==> src/rate_sched_pkg.sv <==
// Purpose: Shared constants and carrier types for the conversion rate scheduler
// Assumes: 250 MHz system clock
// Notes: Register pointers are byte pointers of the serial register file
package rate_sched_pkg;

    // ------------------------------------------------------------
    // Register pointers and reset values
    // ------------------------------------------------------------
    localparam logic [7:0] PTR_STOP_CTRL = 8'h09;
    localparam logic [7:0] PTR_CHAN_ENABLE = 8'h0A;
    localparam logic [7:0] PTR_INTERVAL = 8'h0B;
    localparam logic [7:0] PTR_ONE_SHOT = 8'h0F;
    localparam logic [7:0] RST_STOP_CTRL = 8'h00;
    localparam logic [7:0] RST_CHAN_ENABLE = 8'h7C;
    localparam logic [7:0] RST_INTERVAL = 8'h07;
    localparam logic [7:0] INTERVAL_MASK = 8'h07;
    localparam logic [7:0] STOP_CTRL_MASK = 8'h44;
    localparam logic [7:0] CHAN_ENABLE_MASK = 8'h7C;

    // ------------------------------------------------------------
    // Field positions
    // ------------------------------------------------------------
    localparam int STOP_BIT = 6;
    localparam int LOCAL_ON_BIT = 3;
    localparam int NUM_CHANNELS = 4;

    // ------------------------------------------------------------
    // Timing: one channel conversion and the slowest sequence period
    // ------------------------------------------------------------
    localparam int CLK_MHZ = 250;
    // One channel takes an eighth of a second, so 8/s holds only for one channel
    localparam int CONV_TIME_US = 125000;
    localparam int CONV_CYCLES = CONV_TIME_US * CLK_MHZ;
    localparam int SLOWEST_PERIOD_MS = 16000;
    localparam longint SLOWEST_PERIOD_CYCLES = longint'(SLOWEST_PERIOD_MS) * 1000 * CLK_MHZ;
    localparam int CNT_W = 32;

    typedef enum logic [1:0] {
        ST_IDLE = 2'b00,
        ST_CONVERT = 2'b01,
        ST_WAIT = 2'b10
    } sched_state_type;

    typedef struct packed {
        logic write;
        logic read;
        logic [7:0] pointer;
        logic [7:0] wdata;
    } reg_req_type;

    typedef struct packed {
        logic busy;
        logic start;
        logic [1:0] channel;
        logic done;
    } conv_ctrl_type;

endpackage

==> src/period_timer.sv <==
// Purpose: Loadable down counter, pulses when a programmed count elapses
// Assumes: Load and run come from logic on the same clock
// Notes: Count of zero expires on the next enabled edge
`timescale 1ns/1ns
`default_nettype none
module period_timer (
    input wire logic i_sys_clk,
    input wire logic i_rst_n,
    input wire logic i_ce,
    input wire logic i_load,
    input wire logic [rate_sched_pkg::CNT_W-1:0] i_count,
    input wire logic i_abort,
    output logic o_expired,
    output logic o_running
);
    logic [rate_sched_pkg::CNT_W-1:0] remaining;

    always_ff @(posedge i_sys_clk or negedge i_rst_n) begin
        if (!i_rst_n) begin
            remaining <= '0;
            o_running <= 1'b0;
            o_expired <= 1'b0;
        end else if (i_ce) begin
            o_expired <= 1'b0;
            if (i_abort) begin
                o_running <= 1'b0;
            end else if (i_load) begin
                remaining <= i_count;
                o_running <= 1'b1;
            end else if (o_running) begin
                if (remaining <= 1) begin
                    o_running <= 1'b0;
                    o_expired <= 1'b1;
                end else begin
                    remaining <= remaining - 1'b1;
                end
            end
        end
    end
endmodule
`default_nettype wire

==> src/conversion_rate_scheduler.sv <==
// Purpose: Schedules channel conversions and idle gaps from the interval register
// Assumes: Serial protocol engine delivers decoded register accesses on i_sys_clk
// Notes: Converter is outside; this block only times and sequences it
// How it works
// - Interval register at pointer 0x0B, read/write
// - Interval register resets to 0x07
// - Rate changes idle gap, never conversion time
// - One-shot during idle starts sequence immediately
// - Codes 0..7 give 1/16 to 8 per second
// - Code 6 slows with three or four channels
// - Code 7 slows with two or more channels
// - Local, ext1, ext2, ext3, shutdown, then idle
// - Shutdown stops looping; one-shot runs one sequence
// - Enable bits 3..6 select taking part channels
`timescale 1ns/1ns
`default_nettype none
module conversion_rate_scheduler (
    input wire logic i_sys_clk,
    input wire logic i_rst_n,
    input wire logic i_ce,
    input wire rate_sched_pkg::reg_req_type i_reg_req,
    output logic [7:0] o_reg_rdata,
    output logic o_reg_rvalid,
    output rate_sched_pkg::conv_ctrl_type o_conv,
    output logic o_stop_converting
);
    // ------------------------------------------------------------
    // Registers
    // ------------------------------------------------------------
    logic [7:0] update_interval_select;
    logic [7:0] stop_ctrl;
    logic [7:0] chan_enable;
    logic one_shot_req;
    logic stop_converting;
    logic [3:0] chan_on;
    rate_sched_pkg::sched_state_type state;
    logic [1:0] channel;
    logic [2:0] active_count;
    logic started_one_shot;

    assign stop_converting = stop_ctrl[rate_sched_pkg::STOP_BIT];
    assign chan_on = chan_enable[rate_sched_pkg::LOCAL_ON_BIT +: rate_sched_pkg::NUM_CHANNELS];

    always_ff @(posedge i_sys_clk or negedge i_rst_n) begin
        if (!i_rst_n) begin
            update_interval_select <= rate_sched_pkg::RST_INTERVAL;
            stop_ctrl <= rate_sched_pkg::RST_STOP_CTRL;
            chan_enable <= rate_sched_pkg::RST_CHAN_ENABLE;
        end else if (i_ce && i_reg_req.write) begin
            unique case (i_reg_req.pointer)
                rate_sched_pkg::PTR_INTERVAL:
                    update_interval_select <= i_reg_req.wdata & rate_sched_pkg::INTERVAL_MASK;
                rate_sched_pkg::PTR_STOP_CTRL:
                    stop_ctrl <= i_reg_req.wdata & rate_sched_pkg::STOP_CTRL_MASK;
                rate_sched_pkg::PTR_CHAN_ENABLE:
                    chan_enable <= i_reg_req.wdata & rate_sched_pkg::CHAN_ENABLE_MASK;
                default: begin
                end
            endcase
        end
    end

    // ------------------------------------------------------------
    // Read port
    // ------------------------------------------------------------
    always_ff @(posedge i_sys_clk or negedge i_rst_n) begin
        if (!i_rst_n) begin
            o_reg_rdata <= 8'h00;
            o_reg_rvalid <= 1'b0;
        end else if (i_ce) begin
            o_reg_rvalid <= i_reg_req.read;
            if (i_reg_req.read) begin
                unique case (i_reg_req.pointer)
                    rate_sched_pkg::PTR_INTERVAL: o_reg_rdata <= update_interval_select;
                    rate_sched_pkg::PTR_STOP_CTRL: o_reg_rdata <= stop_ctrl;
                    rate_sched_pkg::PTR_CHAN_ENABLE: o_reg_rdata <= chan_enable;
                    default: o_reg_rdata <= 8'h00;
                endcase
            end
        end
    end

    // One-shot: any write to its pointer; held while converting, cleared on the next idle or wait cycle
    always_ff @(posedge i_sys_clk or negedge i_rst_n) begin
        if (!i_rst_n) begin
            one_shot_req <= 1'b0;
        end else if (i_ce) begin
            if (i_reg_req.write && i_reg_req.pointer == rate_sched_pkg::PTR_ONE_SHOT) begin
                one_shot_req <= 1'b1;
            end else if (state != rate_sched_pkg::ST_CONVERT) begin
                one_shot_req <= 1'b0;
            end
        end
    end

    // ------------------------------------------------------------
    // Idle gap computation
    // ------------------------------------------------------------
    logic [rate_sched_pkg::CNT_W-1:0] seq_period;
    logic [rate_sched_pkg::CNT_W-1:0] busy_time;
    logic [rate_sched_pkg::CNT_W-1:0] idle_count;

    always_comb begin
        active_count = 3'(chan_on[0]) + 3'(chan_on[1]) + 3'(chan_on[2]) + 3'(chan_on[3]);
    end

    // Period halves per code; conversion time never scaled
    assign seq_period = rate_sched_pkg::CNT_W'(rate_sched_pkg::SLOWEST_PERIOD_CYCLES >> update_interval_select[2:0]);
    assign busy_time = rate_sched_pkg::CNT_W'(rate_sched_pkg::CONV_CYCLES) * rate_sched_pkg::CNT_W'(active_count);
    // Too many channels: no idle, rate falls to 8/n per second
    assign idle_count = (seq_period > busy_time) ? seq_period - busy_time : '0;

    // ------------------------------------------------------------
    // Sequencer
    // ------------------------------------------------------------
    logic conv_load;
    logic conv_expired;
    logic idle_load;
    logic idle_expired;
    logic idle_running;
    logic [1:0] next_channel;
    logic next_found;
    logic first_found;
    logic [1:0] first_channel;

    always_comb begin
        next_found = 1'b0;
        next_channel = channel;
        for (int k = 3; k > 0; k--) begin
            if (k > channel && chan_on[k]) begin
                next_found = 1'b1;
                next_channel = 2'(k);
            end
        end
        first_found = 1'b0;
        first_channel = 2'd0;
        for (int k = 3; k >= 0; k--) begin
            if (chan_on[k]) begin
                first_found = 1'b1;
                first_channel = 2'(k);
            end
        end
    end

    logic may_start;
    assign may_start = first_found && (one_shot_req || !stop_converting);

    always_ff @(posedge i_sys_clk or negedge i_rst_n) begin
        if (!i_rst_n) begin
            state <= rate_sched_pkg::ST_IDLE;
            channel <= 2'd0;
            started_one_shot <= 1'b0;
        end else if (i_ce) begin
            unique case (state)
                rate_sched_pkg::ST_IDLE,
                rate_sched_pkg::ST_WAIT: begin
                    // One-shot cuts the idle gap short
                    if (may_start && (state == rate_sched_pkg::ST_IDLE || one_shot_req || idle_expired)) begin
                        state <= rate_sched_pkg::ST_CONVERT;
                        channel <= first_channel;
                        started_one_shot <= one_shot_req;
                    end else if (state == rate_sched_pkg::ST_WAIT && !idle_running && !idle_load) begin
                        state <= rate_sched_pkg::ST_IDLE;
                    end
                end
                rate_sched_pkg::ST_CONVERT: begin
                    if (conv_expired) begin
                        if (next_found) begin
                            channel <= next_channel;
                        end else begin
                            state <= rate_sched_pkg::ST_WAIT;
                        end
                    end
                end
                default: state <= rate_sched_pkg::ST_IDLE;
            endcase
        end
    end

    // Shutdown halts after the current sequence; gap skipped
    assign idle_load = (state == rate_sched_pkg::ST_CONVERT) && conv_expired && !next_found && !stop_converting;
    assign conv_load = ((state != rate_sched_pkg::ST_CONVERT) &&
                        may_start && (state == rate_sched_pkg::ST_IDLE || one_shot_req || idle_expired)) ||
                       ((state == rate_sched_pkg::ST_CONVERT) && conv_expired && next_found);

    period_timer conv_timer (
        .i_sys_clk(i_sys_clk),
        .i_rst_n(i_rst_n),
        .i_ce(i_ce),
        .i_load(conv_load),
        .i_count(rate_sched_pkg::CNT_W'(rate_sched_pkg::CONV_CYCLES)),
        .i_abort(1'b0),
        .o_expired(conv_expired),
        .o_running()
    );

    period_timer idle_timer (
        .i_sys_clk(i_sys_clk),
        .i_rst_n(i_rst_n),
        .i_ce(i_ce),
        .i_load(idle_load),
        .i_count(idle_count),
        .i_abort(conv_load),
        .o_expired(idle_expired),
        .o_running(idle_running)
    );

    // ------------------------------------------------------------
    // Converter control outputs
    // ------------------------------------------------------------
    always_ff @(posedge i_sys_clk or negedge i_rst_n) begin
        if (!i_rst_n) begin
            o_conv <= '0;
            o_stop_converting <= 1'b0;
        end else if (i_ce) begin
            o_conv.start <= conv_load;
            o_conv.done <= conv_expired;
            o_conv.busy <= (state == rate_sched_pkg::ST_CONVERT) || conv_load;
            if (conv_load) begin
                o_conv.channel <= (state == rate_sched_pkg::ST_CONVERT) ? next_channel : first_channel;
            end
            o_stop_converting <= stop_converting && !started_one_shot;
        end
    end
endmodule
`default_nettype wire

==> config.mk <==
export PLATFORM = sky130hd
export DESIGN_NAME = conversion_rate_scheduler
export DESIGN_NICKNAME = d
export VERILOG_FILES = /design/src/rate_sched_pkg.sv /design/src/period_timer.sv /design/src/conversion_rate_scheduler.sv
export SDC_FILE = /design/constraint.sdc
export NUM_CORES = 1
export LEC_CHECK = 0
export BUFFER_PORTS_ARGS = -buffer_cell sky130_fd_sc_hd__buf_2
export CORE_MARGIN = 4
export CORE_UTILIZATION = 30
export DETAILED_ROUTE_END_ITERATION = 8
export PLACE_DENSITY = 0.41
export SKIP_LAST_GASP = 1
export SLEW_MARGIN = 20
export SYNTH_ARGS = -nofsm -noshare
export SYNTH_HDL_FRONTEND = slang
export SYNTH_HIERARCHICAL = 1
export SYNTH_SLANG_ARGS = --single-unit
==> constraint.sdc <==
create_clock -name i_sys_clk -period 16.4 [get_ports i_sys_clk]
set_clock_uncertainty 0.05 [all_clocks]
set_input_delay 2.46 -clock i_sys_clk [delete_from_list [all_inputs] [get_ports i_sys_clk]]
set_output_delay 2.46 -clock i_sys_clk [all_outputs]
set_load 0.05 [all_outputs]
# Word-level counts from Yosys, hierarchy flattened
# Index checks and enable logic that the tools add are counted.
classes:
  n_mux: 48
  n_eq_ne: 14
  n_bitwise: 1
  magnitude_cmp: 6
  n_reduce_logical: 43
  n_addsub: 6
  n_mul: 1
  div_mod_pow: 0
  n_shift: 1
ops:
  columns: ["cell", "n"]
  rows:
  - ["32-bit 2-to-1 mux", 7]
  - ["32-bit by 1-bit <= comparator with 1-bit output, second input constant", 2]
  - ["32-bit by 1-bit subtractor with 32-bit output, second input constant", 2]
  - ["8-bit by 4-bit equality test with 1-bit output, second input constant", 4]
  - ["32-bit by 28-bit > comparator with 1-bit output", 1]
  - ["32-bit by 3-bit right shift with 32-bit output, first input constant", 1]
  - ["32-bit by 28-bit subtractor with 32-bit output", 1]
  - ["2-bit 2-to-1 mux", 15]
  - ["21-bit by 3-bit multiplier with 24-bit output, first input constant", 1]
  - ["1-bit 2-to-1 mux", 23]
  - ["7-bit case mux with 3 select lines", 1]
  - ["1-bit logical AND", 16]
  - ["2-bit AND reduction", 6]
  - ["2-bit != test, second input constant", 5]
  - ["2-bit case mux with 2 select lines", 2]
  - ["4-bit AND reduction", 2]
  - ["2-bit nonzero test", 4]
  - ["3-bit AND reduction", 2]
  - ["1-bit logical NOT", 5]
  - ["1-bit logical OR", 5]
  - ["5-bit AND reduction", 1]
  - ["2-bit > comparator, first input constant", 2]
  - ["2-bit by 1-bit != test with 1-bit output, second input constant", 2]
  - ["2-bit by 1-bit adder with 3-bit output", 1]
  - ["9 further kinds", 9]
totals:
  mem_bits_ro: 0
  elab_cells: 140
  mem_bits_rw: 0
  ff_bits: 99
  latchBits: 0
  mem_count: 0

# Longest topological paths before layout
# Gate-level depths: netlist of the first run.
depth:
  ltp_word: 13
  ltp_mapped: 27
  ltp_nobuf: 24

# Modules after synthesis
# Netlist of the first run, hierarchy kept.
modules_own_cells:
  columns: ["module", "cells_per_inst", "n_inst", "seq_area_each_um2", "area_each_um2"]
  rows:
  - ["conversion_rate_scheduler", 532, 1, 760.7, 4071.4]
  - ["period_timer (conv_timer)", 285, 1, 850.8, 2342.2]
  - ["period_timer (idle_timer)", 278, 1, 850.8, 2307.2]

# Worst setup path before layout of the first run
# Ideal clock, no wire load.
synth_timing:
  kind: "register -> register"
  start: "reg chan_enable[4]"
  end: "reg idle_timer/remaining[21] (netlist bit)"
  path_stages_with_launch: 25
  arrival_ns: 5.584
  required_ns: 16.230
  path_slack_ns: 10.646
  period_less_slack_ns: 5.754
  n_path_buf: 2
  cell_sequence: "dfstp_2 > fa_1 > ha_1 > inv_1 > fa_1 > inv_1 > ha_1 > clkbuf_1 > nand2_1 > o311ai_2 > nand3_1 > o21a_1 > xor2_1 > ha_1 > a21oi_2 > o211ai_1 > nor4_1 > nand3_2 > nand2_2 > o21a_4 > buf_6 > nor2_1 > a22oi_1 > o211ai_1 > and3_1"
synth_between:
  word_cells_on_any_way: 24
  cone_classes: "add/sub (4); mul (1); order compare (1); eq/ne (1); mux (5); bitwise (1); reduce/logical (11)"
synth_rtl:
  columns: ["element", "line_no", "text"]
  rows:
  - ["start: declaration", "conversion_rate_scheduler.sv:32", "logic [7:0] chan_enable;"]
  - ["start signal: assignment", "conversion_rate_scheduler.sv:48", "chan_enable <= rate_sched_pkg::RST_CHAN_ENABLE;"]
  - ["start signal: assignment", "conversion_rate_scheduler.sv:56", "chan_enable <= i_reg_req.wdata & rate_sched_pkg::CHAN_ENABLE_MASK;"]
  - ["1-bit by 1-bit adder with 2-bit output *", "conversion_rate_scheduler.sv:104", "active_count = 3'(chan_on[0]) + 3'(chan_on[1]) + 3'(chan_on[2]) + 3'(chan_on[3]);"]
  - ["2-bit by 1-bit adder with 3-bit output *", "conversion_rate_scheduler.sv:104", null]
  - ["3-bit by 1-bit adder with 3-bit output *", "conversion_rate_scheduler.sv:104", null]
  - ["21-bit by 3-bit multiplier with 24-bit output *", "conversion_rate_scheduler.sv:109", "assign busy_time = rate_sched_pkg::CNT_W'(rate_sched_pkg::CONV_CYCLES) * rate_sched_pkg::CNT_W'(active_count);"]
  - ["32-bit by 28-bit subtractor with 32-bit output / 32-bit by 28-bit > comparator with 1-bit output (equally long branches)", "conversion_rate_scheduler.sv:111", "assign idle_count = (seq_period > busy_time) ? seq_period - busy_time : '0;"]
  - ["32-bit 2-to-1 mux *", "conversion_rate_scheduler.sv:111", null]
  - ["named net idle_count, one bit", "conversion_rate_scheduler.sv:101", "logic [rate_sched_pkg::CNT_W-1:0] idle_count;"]
  - ["32-bit 2-to-1 mux *", "period_timer.sv:27", "end else if (i_load) begin"]
  - ["end signal: assignment", "period_timer.sv:28", "remaining <= i_count;"]
  - ["end signal: assignment", "period_timer.sv:35", "remaining <= remaining - 1'b1;"]
  - ["end: declaration", "period_timer.sv:16", "logic [rate_sched_pkg::CNT_W-1:0] remaining;"]
# Mark *: on every way through the listed nets, which the timed path passes. The rest lies on a longest branch.
# A chain may end at the register's enable or synchronous reset.

# Worst setup path after layout of the first run
layout_timing:
  start: "reg chan_enable[4]"
  end: "reg idle_timer/remaining[31] (netlist bit)"
# Same word-level chain as after synthesis.

==> impl_metrics.xml, run 1 <==
<?xml version="1.0" encoding="UTF-8"?>
<metrics>
  <group name="outcome">
    <metric name="result_of_the_run" unit="">finished, final reports clean</metric>
  </group>
  <group name="finish">
    <metric name="mostFrequentLayoutCells" unit="">sky130_fd_sc_hd__o21ai_0 (110), sky130_fd_sc_hd__nor2_1 (95), sky130_fd_sc_hd__nand2_1 (92), sky130_fd_sc_hd__dfrtp_1 (90), sky130_fd_sc_hd__a21oi_1 (69)</metric>
    <metric name="final.fill_count" unit="">3110</metric>
    <metric name="stdcell_area" unit="um^2">9540</metric>
    <metric name="num-nets-final" unit="">1185</metric>
    <metric name="layout.cells.most_common" unit="">sky130_fd_sc_hd__o21ai_0</metric>
    <metric name="area_growth_syn_to_layout" unit="%">9.44</metric>
    <metric name="antenna_cells" unit="">0</metric>
    <metric name="final_layout_size_suffix_gt1_share" unit="%">11.2</metric>
  </group>
  <group name="timing">
    <metric name="timing.final.crit_share" unit="%">40.8</metric>
    <metric name="setup_violations" unit="">0</metric>
    <metric name="timing_worst_slew_pin_value" unit="ps">1060</metric>
    <metric name="timing.fmax" unit="MHz">149</metric>
    <metric name="final-max-slew-violation-count" unit="">0</metric>
    <metric name="post-route-min-period" unit="ps">6690</metric>
    <metric name="timing.final.hold_violations" unit="">0</metric>
    <metric name="postLayoutSetupSlackWorst" unit="ps">9710</metric>
    <metric name="grt_setup_unrepaired" unit="">no</metric>
    <metric name="setup-tns-final" unit="ps">0</metric>
    <metric name="worst_slew_margin_rel" unit="%">29.0</metric>
  </group>
  <group name="worst_hold_path">
    <metric name="min_delay_path_depth" unit="">1</metric>
    <metric name="timing.hold.worst.class" unit="">reg -&gt; reg</metric>
  </group>
  <group name="run">
    <metric name="cap_viol_max_count" unit="">0</metric>
  </group>
  <group name="clock_network">
    <metric name="post_cts_resized" unit="">0</metric>
    <metric name="cts_buffer_depth" unit="">2</metric>
    <metric name="cts_setup_buffers" unit="">0</metric>
    <metric name="cts-buffers-inserted" unit="">9</metric>
    <metric name="numClockSinks" unit="">98</metric>
    <metric name="clock_insertion_delay_worst_skew" unit="ps">370</metric>
    <metric name="cts.htree.levels" unit="">3</metric>
    <metric name="hold_bufs_inserted_after_cts" unit="">0</metric>
    <metric name="cts-root-buf" unit="">sky130_fd_sc_hd__clkbuf_16</metric>
    <metric name="clkSlewWorstSetupHoldPaths" unit="ps">90</metric>
    <metric name="clock_tree_from_tritoncts" unit="">done</metric>
  </group>
  <group name="global_routing">
    <metric name="grt_remaining_overflow" unit="">0</metric>
    <metric name="antenna_violations_before_repair" unit="">0</metric>
    <metric name="global_route.usage.total" unit="%">17.4</metric>
    <metric name="maximum_number_of_pins_on_one_net_before_global_route_repair" unit="">74</metric>
    <metric name="global_route_wire_length_before_repair" unit="um">44800</metric>
    <metric name="first_global_vias" unit="">8081</metric>
  </group>
  <group name="setup_path">
    <metric name="worst_r2r_path_depth" unit="">21</metric>
    <metric name="cp.arrival" unit="ps">6930</metric>
    <metric name="worstSetupPathType" unit="">reg -&gt; reg</metric>
    <metric name="cp_cell_sequence" unit="">fa_1 -&gt; ha_1 -&gt; inv_1 -&gt; fa_1 -&gt; inv_1 -&gt; ha_1 -&gt; nand2_1 -&gt; o311ai_2 -&gt; nand3_1 -&gt; o21a_1 -&gt; xor2_1 -&gt; ha_1 -&gt; nand2_1 -&gt; o21ai_0 -&gt; nor3_1 -&gt; o22ai_1 -&gt; o31ai_1 -&gt; o21ai_1 -&gt; o21ai_0 -&gt; o31a_1 -&gt; a2bb2oi_1</metric>
    <metric name="critPathTopFamily" unit="">adder cells</metric>
    <metric name="critical_path.max_fanout" unit="">10</metric>
    <metric name="critical_path.endpoint_type" unit="">flop</metric>
    <metric name="crit_path_start_kind" unit="">flop</metric>
    <metric name="crit_path_top_delay_cell" unit="">sky130_fd_sc_hd__o21ai_0</metric>
    <metric name="timing.critical_path.depth" unit="">21</metric>
    <metric name="cp_common_cell" unit="">sky130_fd_sc_hd__ha_1</metric>
    <metric name="worstPathBufferInverterCount" unit="">2</metric>
    <metric name="timing.critical_path.required" unit="ps">16640</metric>
    <metric name="crit_path_max_incr_delay" unit="ps">750</metric>
  </group>
  <group name="synthesis">
    <metric name="synth_xor_area_share" unit="%">3.82</metric>
    <metric name="synth_warnings" unit="">6</metric>
    <metric name="asyncSetResetFlopFracSynth" unit="%">100</metric>
    <metric name="ys_types" unit="">95</metric>
    <metric name="basic_gate_share_of_the_synthesized_area_counting_and_or_nand_and_nor_cells" unit="%">24.8</metric>
    <metric name="synthAdderAreaFrac" unit="%">7.29</metric>
    <metric name="syn_avg_cell_area" unit="um^2">7.96</metric>
    <metric name="synth_top_family_by_area" unit="">compound AO/OA/AOI/OAI gates</metric>
    <metric name="ys.flop_type" unit="">sky130_fd_sc_hd__dfrtp_1</metric>
    <metric name="muxShareOfSynthArea" unit="%">3.50</metric>
    <metric name="post_synth_instance_area" unit="um^2">8720</metric>
    <metric name="synth.yosys.seq_area_share" unit="%">28.2</metric>
    <metric name="synth_seq_cells" unit="">98</metric>
    <metric name="synth-edff-count" unit="">0</metric>
    <metric name="synthCells" unit="">1095</metric>
    <metric name="synth_compound_area_share" unit="%">26.3</metric>
  </group>
  <group name="detailed_routing">
    <metric name="detail_route.first_pass.iterations" unit="">6</metric>
    <metric name="wl_per_cell" unit="um">18.0</metric>
    <metric name="remaining_drc_errors" unit="">0</metric>
    <metric name="finalWirelength" unit="um">27100</metric>
    <metric name="vias_per_cell" unit="">5.44</metric>
    <metric name="drt_first_iter_violations" unit="">461</metric>
    <metric name="num_vias" unit="">8187</metric>
    <metric name="antenna_violating_nets_left" unit="">0</metric>
  </group>
  <group name="placed_design">
    <metric name="gpl.final_weighted_congestion" unit="">0.856</metric>
    <metric name="pre_cts_ws" unit="ps">9760</metric>
    <metric name="dp_hpwl" unit="um">19300</metric>
    <metric name="place.port_buffers" unit="">33</metric>
    <metric name="placedInstanceArea" unit="um^2">9240</metric>
  </group>
  <group name="pwr">
    <metric name="worst_voltage_drop_across_the_vdd_grid" unit="mV">0.0520</metric>
    <metric name="powerDensity" unit="nW/um^2">99.5</metric>
    <metric name="p_leak" unit="nW">3.81</metric>
  </group>
  <group name="floorplanning">
    <metric name="placementRows" unit="">62</metric>
    <metric name="die-area" unit="um^2">31900</metric>
    <metric name="core_area" unit="um^2">28700</metric>
    <metric name="die_x_extent" unit="um">178</metric>
    <metric name="io-pin-count" unit="">36</metric>
    <metric name="initial_utilization" unit="%">30.4</metric>
    <metric name="die-height" unit="um">178</metric>
  </group>
</metrics>
## worst paths after layout
kind                             startpoint                        to  slack, ps
hold / removal             started_one_shot         o_stop_converting        390
setup reg to reg             chan_enable[4]  idle_timer/remaining[31]       9710
min in group asynchronous           i_rst_n            o_reg_rdata[3]       2050
max in group asynchronous           i_rst_n  idle_timer/remaining[22]      13050
hold reg to reg            started_one_shot         o_stop_converting        390
setup / recovery             chan_enable[4]  idle_timer/remaining[31]       9710
## per-layer routing
| layer | share of wire, % | wire length (um) | GRT usage, % | vias to the layer above |
|---|---|---|---|---|
| met5 | 0 | 0 | 0 | - |
| li1 | - | - | - | 4065 |
| met2 | 46 | 12300 | 28.1 | 130 |
| met4 | 1.2 | 338 | 3.74 | 0 |
| met1 | 50 | 13600 | 25.0 | 3970 |
| met3 | 3.0 | 804 | 2.18 | 22 |
## final cells by class
| type | count | area [um^2] | share of cell area, % |
|---|---|---|---|
| clock inverter | 7 | 81.3 | 0.852 |
| tap | 384 | 480 | 5.03 |
| multi-input combinational | 919 | 5890 | 61.8 |
| inverter | 46 | 173 | 1.81 |
| timing repair buffer | 41 | 228 | 2.39 |
| sequential | 98 | 2460 | 25.8 |
| clock buffer | 9 | 225 | 2.36 |
## worst register-to-register path: cells and delay by family (launching register included)
family | cells | cell delay [ps]
DFF | 1 | 630
adders and majority gates | 5 | 2560
and+or+nand+nor | 4 | 540
xor gates and xnor gates | 1 | 160
AOI/OAI and AO/OA | 9 | 2400
buffers and inverters | 2 | 270
## Yosys cell counts, types with 5 or more instances
cell                        number  area [um^2]
sky130_fd_sc_hd__mux2_2         16          180
sky130_fd_sc_hd__o22ai_1        11         68.8
sky130_fd_sc_hd__buf_6           6         67.6
sky130_fd_sc_hd__a21o_1         14          105
sky130_fd_sc_hd__nand2_1        92          345
sky130_fd_sc_hd__a22oi_1        14          105
sky130_fd_sc_hd__buf_2          14         70.1
sky130_fd_sc_hd__nand4_1        20          125
sky130_fd_sc_hd__nand2b_1       10         62.6
sky130_fd_sc_hd__o2bb2ai_1       7         61.3
sky130_fd_sc_hd__and4_1          5         43.8
sky130_fd_sc_hd__nor3_1         49          245
sky130_fd_sc_hd__a21oi_1        69          345
sky130_fd_sc_hd__a211oi_1        6         45.0
sky130_fd_sc_hd__a21boi_0        5         37.5
sky130_fd_sc_hd__nor2_1         96          360
sky130_fd_sc_hd__o21a_1          5         37.5
sky130_fd_sc_hd__inv_1          46          173
sky130_fd_sc_hd__a31oi_1        20          125
sky130_fd_sc_hd__mux2i_1        11          110
sky130_fd_sc_hd__xnor2_1        23          201
sky130_fd_sc_hd__xor2_1         15          131
sky130_fd_sc_hd__nor2b_1         9         56.3
sky130_fd_sc_hd__ha_1           46          576
sky130_fd_sc_hd__clkbuf_1       39          146
sky130_fd_sc_hd__o21ai_1        10         50.1
sky130_fd_sc_hd__buf_4           5         37.5
sky130_fd_sc_hd__or3_1          16          100
sky130_fd_sc_hd__o31a_1          5         43.8
sky130_fd_sc_hd__o21bai_1        5         37.5
sky130_fd_sc_hd__dfrtp_1        90         2250
sky130_fd_sc_hd__o211ai_1        9         67.6
sky130_fd_sc_hd__or4_1           6         45.0
sky130_fd_sc_hd__dfstp_2         8          210
sky130_fd_sc_hd__a22o_1          6         52.6
sky130_fd_sc_hd__o21ai_0       110          551
sky130_fd_sc_hd__and2_1          5         31.3
sky130_fd_sc_hd__o31ai_1        18          135
sky130_fd_sc_hd__nor4_1         30          188
sky130_fd_sc_hd__and3_1          8         50.1
sky130_fd_sc_hd__or2_2           8         50.1
sky130_fd_sc_hd__nand3_1        20          100
## sequential cells by signal (all words and copies together), names as in the netlist
name	cells
conv_timer/remaining	32
idle_timer/remaining	32
o_reg_rdata	7
chan_enable	5
o_conv	5
update_interval_select	3
channel	2
state	2
stop_ctrl	2
conv_timer/o_expired	1
conv_timer/o_running	1
idle_timer/o_expired	1
idle_timer/o_running	1
o_reg_rvalid	1
o_stop_converting	1
one_shot_req	1
started_one_shot	1
## report_power, final
| part | internal [mW] | switching, mW | leakage [nW] |
|---|---|---|---|
| Clock | 0.109 | 0.119 | 0.150 |
| Sequential | 0.282 | 0.0585 | 1.26 |
| Combinational | 0.142 | 0.239 | 2.40 |
## cells by family (layout without fill, tap and decap cells)
group                      after synthesis  count (layout)
AOI/OAI and AO/OA                      356             356
xor gates and xnor gates                38              38
adders and majority gates               49              49
buffers and inverters                  115             103
DFF                                     98              98
muxes                                   28              28
other                                    2              39
and+or+nand+nor                        409             409
## per-stage QoR
step / util (%) / total power [mW] / std cells / hold WS (ps)
3_3_place_gp: 32.2 / 0.727 / 1488 / 385
4_1_cts: 33.3 / 0.964 / 1504 / 403
6_report: 33.3 / 0.950 / 1504 / 394
2_1_floorplan: - / 0.614 / 1132 / 362
3_5_place_dp: 32.2 / 0.726 / 1488 / 387
5_1_grt: 33.3 / 1.03 / 1504 / 452
Power figures use the tool's default switching activity.
==> run 2, diff against run 1 <==
Settings changed: ABC_AREA set to 1.
Clock period 16.4 ns to 6.3 ns, I/O delays scaled along.
==> impl_metrics.xml, run 2 <==
<?xml version="1.0" encoding="UTF-8"?>
<metrics>
  <group name="outcome">
    <metric name="result_of_the_run" unit="">finished, final reports clean</metric>
  </group>
  <group name="pwr">
    <metric name="p_leak" unit="nW">6.01</metric>
    <metric name="power.net_switching" unit="mW">1.83</metric>
    <metric name="powerDensity" unit="nW/um^2">323</metric>
    <metric name="worst_voltage_drop_across_the_vdd_grid" unit="mV">0.243</metric>
    <metric name="power_frac_clock" unit="%">16.8</metric>
    <metric name="switching_share" unit="%">51.0</metric>
    <metric name="internal_power" unit="mW">1.76</metric>
    <metric name="sequentialPowerShare" unit="%">27.5</metric>
    <metric name="part_of_the_power_in_combinational_logic" unit="%">55.7</metric>
  </group>
  <group name="detailed_routing">
    <metric name="route.met3.wl" unit="um">663</metric>
    <metric name="remaining_drc_errors" unit="">0</metric>
    <metric name="num_vias" unit="">10100</metric>
    <metric name="drt_first_iter_violations" unit="">687</metric>
    <metric name="met2WireLength" unit="um">14500</metric>
    <metric name="vias_per_cell" unit="">4.53</metric>
    <metric name="detail_route.wirelength.met1" unit="um">15800</metric>
    <metric name="finalWirelength" unit="um">31400</metric>
    <metric name="maxUsedRoutingLayer" unit="">met4</metric>
    <metric name="antenna_violating_nets_left" unit="">0</metric>
    <metric name="detail_route.first_pass.iterations" unit="">5</metric>
    <metric name="wl_per_cell" unit="um">14.1</metric>
  </group>
  <group name="clock_network">
    <metric name="numClockSinks" unit="">98</metric>
    <metric name="cts_buffer_depth" unit="">2</metric>
    <metric name="post_cts_resized" unit="">0</metric>
    <metric name="cts-buffers-inserted" unit="">9</metric>
    <metric name="cts-root-buf" unit="">sky130_fd_sc_hd__clkbuf_16</metric>
    <metric name="cts.htree.levels" unit="">3</metric>
    <metric name="clkSlewWorstSetupHoldPaths" unit="ps">80</metric>
    <metric name="clock_tree_from_tritoncts" unit="">done</metric>
    <metric name="hold_bufs_inserted_after_cts" unit="">0</metric>
    <metric name="clock_insertion_delay_worst_skew" unit="ps">360</metric>
    <metric name="cts_setup_buffers" unit="">0</metric>
  </group>
  <group name="global_routing">
    <metric name="global_route.usage.total" unit="%">17.9</metric>
    <metric name="maximum_number_of_pins_on_one_net_before_global_route_repair" unit="">64</metric>
    <metric name="antenna_violations_before_repair" unit="">0</metric>
    <metric name="grt_remaining_overflow" unit="">0</metric>
    <metric name="global_route_wire_length_before_repair" unit="um">52800</metric>
    <metric name="first_global_vias" unit="">9996</metric>
  </group>
  <group name="floorplanning">
    <metric name="io-pin-count" unit="">36</metric>
    <metric name="core_area" unit="um^2">32900</metric>
    <metric name="die_x_extent" unit="um">192</metric>
    <metric name="die-area" unit="um^2">36700</metric>
    <metric name="initial_utilization" unit="%">30.8</metric>
    <metric name="placementRows" unit="">66</metric>
    <metric name="die-height" unit="um">192</metric>
  </group>
  <group name="timing">
    <metric name="grt_setup_unrepaired" unit="">no</metric>
    <metric name="post-route-min-period" unit="ps">5640</metric>
    <metric name="timing.final.crit_share" unit="%">89.6</metric>
    <metric name="final-max-slew-violation-count" unit="">0</metric>
    <metric name="timing.fmax" unit="MHz">177</metric>
    <metric name="setup_violations" unit="">0</metric>
    <metric name="timing_worst_slew_pin_value" unit="ps">961</metric>
    <metric name="setup-tns-final" unit="ps">0</metric>
    <metric name="timing.final.hold_violations" unit="">0</metric>
    <metric name="worst_slew_margin_rel" unit="%">35.9</metric>
  </group>
  <group name="finish">
    <metric name="num-nets-final" unit="">1853</metric>
    <metric name="stdcell_area" unit="um^2">11100</metric>
    <metric name="antenna_cells" unit="">0</metric>
    <metric name="final_layout_size_suffix_gt1_share" unit="%">8.56</metric>
    <metric name="largest_registers" unit="">conv_timer/remaining: 32 flops, idle_timer/remaining: 32 flops, o_reg_rdata: 7 flops</metric>
    <metric name="final.fill_count" unit="">3811</metric>
    <metric name="final_util" unit="%">33.9</metric>
    <metric name="area_growth_syn_to_layout" unit="%">10.1</metric>
    <metric name="mostFrequentLayoutCells" unit="">sky130_fd_sc_hd__nand2_1 (604), sky130_fd_sc_hd__nor2_1 (279), sky130_fd_sc_hd__inv_1 (234), sky130_fd_sc_hd__nand3_1 (125), sky130_fd_sc_hd__dfrtp_1 (90)</metric>
    <metric name="multi_input_comb_area" unit="um^2">6660</metric>
    <metric name="layout.cells.most_common" unit="">sky130_fd_sc_hd__nand2_1</metric>
    <metric name="sequential_cell_area" unit="um^2">2460</metric>
  </group>
  <group name="placed_design">
    <metric name="place.port_buffers" unit="">33</metric>
    <metric name="dp_hpwl" unit="um">24700</metric>
    <metric name="placedInstanceArea" unit="um^2">10800</metric>
    <metric name="gpl.final_weighted_congestion" unit="">0.814</metric>
  </group>
  <group name="setup_path">
    <metric name="worst_r2r_path_depth" unit="">22</metric>
    <metric name="crit_path_start_kind" unit="">flop</metric>
    <metric name="cp.arrival" unit="ps">5850</metric>
    <metric name="timing.critical_path.required" unit="ps">6500</metric>
    <metric name="r2r_start" unit="">chan_enable[6]</metric>
    <metric name="worstSetupStartpoint" unit="">chan_enable[6]</metric>
    <metric name="worstSetupPathType" unit="">reg -&gt; reg</metric>
    <metric name="critical_path.endpoint_type" unit="">flop</metric>
    <metric name="critical_path.max_fanout" unit="">28</metric>
  </group>
  <group name="worst_hold_path">
    <metric name="timing.hold.worst.class" unit="">reg -&gt; reg</metric>
    <metric name="min_delay_path_depth" unit="">1</metric>
    <metric name="hold_path_start" unit="">started_one_shot</metric>
  </group>
  <group name="synthesis">
    <metric name="synthTopCellsByArea" unit="">sky130_fd_sc_hd__nand2_1 (22%), sky130_fd_sc_hd__dfrtp_1 (22%), sky130_fd_sc_hd__nor2_1 (10%), sky130_fd_sc_hd__inv_1 (8.7%), sky130_fd_sc_hd__nand3_1 (6.2%)</metric>
    <metric name="synth_seq_cells" unit="">98</metric>
    <metric name="synth.cells.most_frequent" unit="">sky130_fd_sc_hd__nand2_1 (604), sky130_fd_sc_hd__nor2_1 (279), sky130_fd_sc_hd__inv_1 (234), sky130_fd_sc_hd__nand3_1 (125), sky130_fd_sc_hd__dfrtp_1 (90)</metric>
    <metric name="asyncSetResetFlopFracSynth" unit="%">100</metric>
    <metric name="synth-edff-count" unit="">0</metric>
    <metric name="synth.yosys.seq_area_share" unit="%">24.4</metric>
    <metric name="synth_top_cell_area_share" unit="%">22.4</metric>
    <metric name="ys_types" unit="">45</metric>
    <metric name="post_synth_instance_area" unit="um^2">10100</metric>
    <metric name="syn_avg_cell_area" unit="um^2">5.86</metric>
    <metric name="synth_warnings" unit="">6</metric>
    <metric name="post_synth_top_area_cell" unit="">sky130_fd_sc_hd__nand2_1</metric>
    <metric name="synthCells" unit="">1726</metric>
    <metric name="synth.most_common_cell" unit="">sky130_fd_sc_hd__nand2_1</metric>
    <metric name="ys.flop_type" unit="">sky130_fd_sc_hd__dfrtp_1</metric>
  </group>
  <group name="run">
    <metric name="cap_viol_max_count" unit="">0</metric>
  </group>
</metrics>
## run 2: changes by cell type in the layout (fill, tap and decap cells not counted), sizes merged, moves of 17 or more
cell,change
a31oi,-19
inv,+195
nor3,-39
nor2,+207
nor4,-32
o21ai,-29
a21oi,-24
nand3,+107
nand2,+531
or3,-17
## run 2: layout make-up
class	count	share of cell area, %
flip-flops and latches	98	22.1
clock buffers	9	2.02
well taps	442	4.97
multi-input cells	1390	59.8
clock inverters	7	0.730
inverters	241	8.17
repair buffers	43	2.18
## run 2: cell families after synthesis
family	after synthesis	share of synthesized area, %
mux	1	0.111
compound gates	161	9.32
other cells	2	0.0743
flops	98	24.4
fa+ha+maj	49	6.29
buf+inv	274	11.1
xor+xnor	32	2.77
simple gates	1109	46.0
## run 2: metal layers
layer	GRT usage, %	vias up
li1	-	5447
met1	24.7	4531
met2	30.2	101
met3	2.05	25
met4	3.70	0
met5	0	-
## run 2: worst max-delay path, stage by stage, from the launching register on
cell	delay, ps
sky130_fd_sc_hd__dfstp_2	600
sky130_fd_sc_hd__fa_1	480
sky130_fd_sc_hd__ha_1	270
sky130_fd_sc_hd__ha_1	320
sky130_fd_sc_hd__inv_1	100
sky130_fd_sc_hd__nor2_1	330
sky130_fd_sc_hd__ha_1	370
sky130_fd_sc_hd__inv_1	140
sky130_fd_sc_hd__o21ai_1	310
sky130_fd_sc_hd__a21oi_1	160
sky130_fd_sc_hd__o21bai_1	240
sky130_fd_sc_hd__nand2_1	140
sky130_fd_sc_hd__o21a_1	200
sky130_fd_sc_hd__ha_1	340
sky130_fd_sc_hd__a21oi_1	310
sky130_fd_sc_hd__o21ai_0	190
sky130_fd_sc_hd__nor2_1	150
sky130_fd_sc_hd__nand3_2	110
sky130_fd_sc_hd__nand2_4	240
sky130_fd_sc_hd__nor2_1	80
sky130_fd_sc_hd__or2_2	300
sky130_fd_sc_hd__nand3_1	80
sky130_fd_sc_hd__nand2_1	50
## run 2: power by group through the flow
stage | Combinational, mW | Clock [mW] | Sequential [mW]
floorplan | 1.52 | 0 | 0.975
global placement | 2.02 | 0 | 1.00
detailed placement | 2.02 | 0 | 1.00
CTS | 2.03 | 0.635 | 0.991
global route | 2.32 | 0.656 | 1.02
finish | 2.00 | 0.604 | 0.987
## run 2: path summary, 6_finish.rpt
check | end | slack (ps)
setup / recovery | idle_timer/remaining[17] | 660
hold / removal | o_stop_converting | 420
setup reg to reg | idle_timer/remaining[17] | 660
hold reg to reg | o_stop_converting | 420
max in group asynchronous | idle_timer/remaining[12] | 4420
min in group asynchronous | idle_timer/remaining[31] | 670
## run 2: stage by stage
stage | setup slack, ps | power (mW) | std cells | hold WS, ps
after global placement | 698 | 3.02 | 2214 | 406
final | 658 | 3.59 | 2230 | 416
after detailed placement | 701 | 3.02 | 2214 | 403
after global routing | 143 | 4.00 | 2230 | 457
after floorplan | 1330 | 2.50 | 1762 | 384
after CTS | 676 | 3.65 | 2230 | 422
==> run 3, diff against run 2 <==
Settings changed: SYNTH_HIERARCHICAL 1 to unset.
==> impl_metrics.xml, run 3 <==
<?xml version="1.0" encoding="UTF-8"?>
<metrics>
  <group name="detailed_routing">
    <metric name="wl_per_cell" unit="um">15.1</metric>
    <metric name="num_vias" unit="">8733</metric>
    <metric name="vias_per_cell" unit="">4.67</metric>
    <metric name="finalWirelength" unit="um">28300</metric>
    <metric name="remaining_drc_errors" unit="">0</metric>
    <metric name="drt_first_iter_violations" unit="">474</metric>
    <metric name="detail_route.first_pass.iterations" unit="">5</metric>
    <metric name="antenna_violating_nets_left" unit="">0</metric>
  </group>
  <group name="finish">
    <metric name="multi_input_comb_area" unit="um^2">5830</metric>
    <metric name="stdcell_count" unit="">1872</metric>
    <metric name="mostFrequentLayoutCells" unit="">sky130_fd_sc_hd__nand2_1 (440), sky130_fd_sc_hd__nor2_1 (228), sky130_fd_sc_hd__inv_1 (189), sky130_fd_sc_hd__dfrtp_1 (90), sky130_fd_sc_hd__a21oi_1 (79)</metric>
    <metric name="area_growth_syn_to_layout" unit="%">9.35</metric>
    <metric name="largest_registers" unit="">conv_timer.remaining: 32 flops, idle_timer.remaining: 32 flops, o_reg_rdata: 7 flops</metric>
    <metric name="antenna_cells" unit="">0</metric>
    <metric name="sequential_cell_area" unit="um^2">2460</metric>
    <metric name="num-nets-final" unit="">1547</metric>
    <metric name="final.fill_count" unit="">3382</metric>
    <metric name="layout.cells.most_common" unit="">sky130_fd_sc_hd__nand2_1</metric>
    <metric name="stdcell_area" unit="um^2">10100</metric>
    <metric name="final_layout_size_suffix_gt1_share" unit="%">9.04</metric>
    <metric name="final_util" unit="%">33.7</metric>
  </group>
  <group name="global_routing">
    <metric name="first_global_vias" unit="">8685</metric>
    <metric name="grt_remaining_overflow" unit="">0</metric>
    <metric name="global_route.usage.total" unit="%">17.4</metric>
    <metric name="global_route_wire_length_before_repair" unit="um">47300</metric>
    <metric name="antenna_violations_before_repair" unit="">0</metric>
    <metric name="maximum_number_of_pins_on_one_net_before_global_route_repair" unit="">61</metric>
  </group>
  <group name="clock_network">
    <metric name="cts_buffer_depth" unit="">2</metric>
    <metric name="clock_tree_from_tritoncts" unit="">done</metric>
    <metric name="hold_bufs_inserted_after_cts" unit="">0</metric>
    <metric name="cts-buffers-inserted" unit="">9</metric>
    <metric name="cts-root-buf" unit="">sky130_fd_sc_hd__clkbuf_16</metric>
    <metric name="clock_insertion_delay_worst_skew" unit="ps">370</metric>
    <metric name="clkSlewWorstSetupHoldPaths" unit="ps">80</metric>
    <metric name="numClockSinks" unit="">98</metric>
    <metric name="cts.htree.levels" unit="">3</metric>
  </group>
  <group name="placed_design">
    <metric name="placed_cells_incl_taps" unit="">1856</metric>
    <metric name="gpl.final_weighted_congestion" unit="">0.895</metric>
    <metric name="place.port_buffers" unit="">33</metric>
    <metric name="dp_hpwl" unit="um">22600</metric>
    <metric name="placedInstanceArea" unit="um^2">9770</metric>
    <metric name="pre_cts_ws" unit="ps">511</metric>
  </group>
  <group name="floorplanning">
    <metric name="die-area" unit="um^2">33600</metric>
    <metric name="die_x_extent" unit="um">183</metric>
    <metric name="initial_utilization" unit="%">30.8</metric>
    <metric name="core_area" unit="um^2">30000</metric>
    <metric name="io-pin-count" unit="">36</metric>
    <metric name="placementRows" unit="">63</metric>
    <metric name="die-height" unit="um">183</metric>
  </group>
  <group name="synthesis">
    <metric name="synth.most_common_cell" unit="">sky130_fd_sc_hd__nand2_1</metric>
    <metric name="synthTopCellsByArea" unit="">sky130_fd_sc_hd__dfrtp_1 (24%), sky130_fd_sc_hd__nand2_1 (18%), sky130_fd_sc_hd__nor2_1 (9.3%), sky130_fd_sc_hd__inv_1 (7.7%), sky130_fd_sc_hd__ha_1 (6.2%)</metric>
    <metric name="synth-edff-count" unit="">0</metric>
    <metric name="synthCells" unit="">1452</metric>
    <metric name="post_synth_top_area_cell" unit="">sky130_fd_sc_hd__dfrtp_1</metric>
    <metric name="synth_top_cell_area_share" unit="%">24.4</metric>
    <metric name="synth.cells.most_frequent" unit="">sky130_fd_sc_hd__nand2_1 (440), sky130_fd_sc_hd__nor2_1 (228), sky130_fd_sc_hd__inv_1 (189), sky130_fd_sc_hd__dfrtp_1 (90), sky130_fd_sc_hd__a21oi_1 (79)</metric>
    <metric name="synth_compound_area_share" unit="%">12.2</metric>
    <metric name="muxShareOfSynthArea" unit="%">0.366</metric>
    <metric name="ys.flop_type" unit="">sky130_fd_sc_hd__dfrtp_1</metric>
    <metric name="synth_top_family_by_area" unit="">simple AND/OR/NAND/NOR gates</metric>
    <metric name="synthAdderAreaFrac" unit="%">6.89</metric>
    <metric name="post_synth_instance_area" unit="um^2">9230</metric>
    <metric name="synthesis.nets" unit="">1522</metric>
    <metric name="ys_types" unit="">50</metric>
    <metric name="basic_gate_share_of_the_synthesized_area_counting_and_or_nand_and_nor_cells" unit="%">37.4</metric>
    <metric name="asyncSetResetFlopFracSynth" unit="%">100</metric>
    <metric name="synth_xor_area_share" unit="%">6.36</metric>
    <metric name="synth_warnings" unit="">0</metric>
    <metric name="synth_seq_cells" unit="">98</metric>
    <metric name="synth.yosys.seq_area_share" unit="%">26.7</metric>
    <metric name="syn_avg_cell_area" unit="um^2">6.35</metric>
  </group>
  <group name="timing">
    <metric name="timing.final.hold_violations" unit="">0</metric>
    <metric name="final-max-slew-violation-count" unit="">0</metric>
    <metric name="grt_setup_unrepaired" unit="">no</metric>
    <metric name="setup-tns-final" unit="ps">0</metric>
    <metric name="hold_slack" unit="ps">423</metric>
    <metric name="setup_violations" unit="">0</metric>
    <metric name="post-route-min-period" unit="ps">5820</metric>
    <metric name="timing.final.crit_share" unit="%">92.4</metric>
    <metric name="postLayoutSetupSlackWorst" unit="ps">479</metric>
    <metric name="worst_slew_margin_rel" unit="%">46.0</metric>
    <metric name="timing.fmax" unit="MHz">172</metric>
    <metric name="timing_worst_slew_pin_value" unit="ps">809</metric>
  </group>
  <group name="pwr">
    <metric name="sequentialPowerShare" unit="%">32.7</metric>
    <metric name="part_of_the_power_in_combinational_logic" unit="%">46.8</metric>
    <metric name="power_frac_clock" unit="%">20.5</metric>
    <metric name="power.net_switching" unit="mW">1.41</metric>
    <metric name="switching_share" unit="%">46.4</metric>
    <metric name="worst_voltage_drop_across_the_vdd_grid" unit="mV">0.136</metric>
    <metric name="p_leak" unit="nW">4.95</metric>
    <metric name="internal_power" unit="mW">1.63</metric>
    <metric name="powerDensity" unit="nW/um^2">301</metric>
    <metric name="fin_total_pwr" unit="mW">3.04</metric>
  </group>
  <group name="setup_path">
    <metric name="cp.arrival" unit="ps">6050</metric>
    <metric name="timing.critical_path.required" unit="ps">6530</metric>
    <metric name="critical_path.endpoint_type" unit="">flop</metric>
    <metric name="reg_to_reg_end" unit="">idle_timer.remaining[17]</metric>
    <metric name="critical_path.max_fanout" unit="">19</metric>
    <metric name="worst-r2r-setup-slack" unit="ps">480</metric>
    <metric name="r2r_start" unit="">chan_enable[4]</metric>
    <metric name="worstSetupPathType" unit="">reg -&gt; reg</metric>
    <metric name="crit_path_start_kind" unit="">flop</metric>
    <metric name="worst_r2r_path_depth" unit="">23</metric>
  </group>
  <group name="worst_hold_path">
    <metric name="timing.hold.worst.class" unit="">reg -&gt; reg</metric>
    <metric name="hold_path_start" unit="">started_one_shot</metric>
    <metric name="min_delay_path_depth" unit="">1</metric>
    <metric name="min_to" unit="">o_stop_converting</metric>
  </group>
  <group name="outcome">
    <metric name="result_of_the_run" unit="">finished, final reports clean</metric>
  </group>
  <group name="run">
    <metric name="cap_viol_max_count" unit="">0</metric>
  </group>
</metrics>
[run 3: worst max path at each step]
stage                    from  slack [ps]                       end  depth (start not counted)
2_1_floorplan  chan_enable[4]        1390   idle_timer.remaining[7]                         24
3_3_place_gp   chan_enable[4]         560  idle_timer.remaining[17]                         21
3_5_place_dp   chan_enable[4]         510  idle_timer.remaining[24]                         21
4_1_cts        chan_enable[4]         500  idle_timer.remaining[17]                         23
5_1_grt        chan_enable[4]          50  idle_timer.remaining[24]                         23
6_report       chan_enable[4]         480  idle_timer.remaining[17]                         23
[run 3: worst max-delay path, stage by stage, from the launching register on]
cell                      delay (ps)
sky130_fd_sc_hd__dfstp_2         610
sky130_fd_sc_hd__fa_1            430
sky130_fd_sc_hd__ha_1            590
sky130_fd_sc_hd__inv_1           160
sky130_fd_sc_hd__fa_1            600
sky130_fd_sc_hd__inv_1           120
sky130_fd_sc_hd__ha_1            450
sky130_fd_sc_hd__nand2_1         110
sky130_fd_sc_hd__nor2_1           90
sky130_fd_sc_hd__inv_1            60
sky130_fd_sc_hd__o21ai_0         250
sky130_fd_sc_hd__nand2_1          90
sky130_fd_sc_hd__nand3_1         110
sky130_fd_sc_hd__xor2_1           80
sky130_fd_sc_hd__ha_1            450
sky130_fd_sc_hd__nand2_1         160
sky130_fd_sc_hd__nor2_2          180
sky130_fd_sc_hd__nand2_1         100
sky130_fd_sc_hd__nor2_1          120
sky130_fd_sc_hd__nand2_2          90
sky130_fd_sc_hd__a21oi_4         360
sky130_fd_sc_hd__buf_12          220
sky130_fd_sc_hd__nand2_1          90
sky130_fd_sc_hd__a22oi_2         130
[run 3: final cells by class]
| class | instances | area share, % |
|---|---|---|
| sequential | 98 | 24.4 |
| multi-input combinational | 1129 | 57.8 |
| clock buffer | 11 | 2.31 |
| tap | 390 | 4.84 |
| clock inverter | 5 | 0.856 |
| inverter | 197 | 7.33 |
| timing repair buffer | 42 | 2.46 |
[run 3: logic make-up (layout without fill, tap and decap cells)]
kind of cell | Yosys count | count (layout)
flip-flops | 98 | 98
adder cells (fa/ha/maj) | 49 | 49
other | 1 | 1
XOR/XNOR | 67 | 67
multiplexers | 3 | 3
buffers and inverters | 225 | 255
AO/OA/AOI/OAI | 189 | 189
AND/OR/NAND/NOR | 820 | 820
[run 3: power groups by stage]
stage / logic (mW) / clock network [mW] / registers, mW
floorplan: 1.06 / 0 / 0.993
global placement: 1.44 / 0 / 1.00
detailed placement: 1.44 / 0 / 1.00
CTS: 1.44 / 0.651 / 0.993
global route: 1.65 / 0.670 / 1.02
finish: 1.42 / 0.623 / 0.993
[run 3: what timing repair did]
action                     in CTS  in global routing
setup buffers                   0                  0
setup endpoints to repair       0                  1
gates resized for setup         0                  1
[run 3: per-layer routing]
layer	vias up	routed length (um)	GRT usage, %
li1	4639	-	-
met3	20	571	1.94
met5	-	0	0
met2	105	13000	28.7
met1	3969	14300	24.5
met4	0	394	3.90
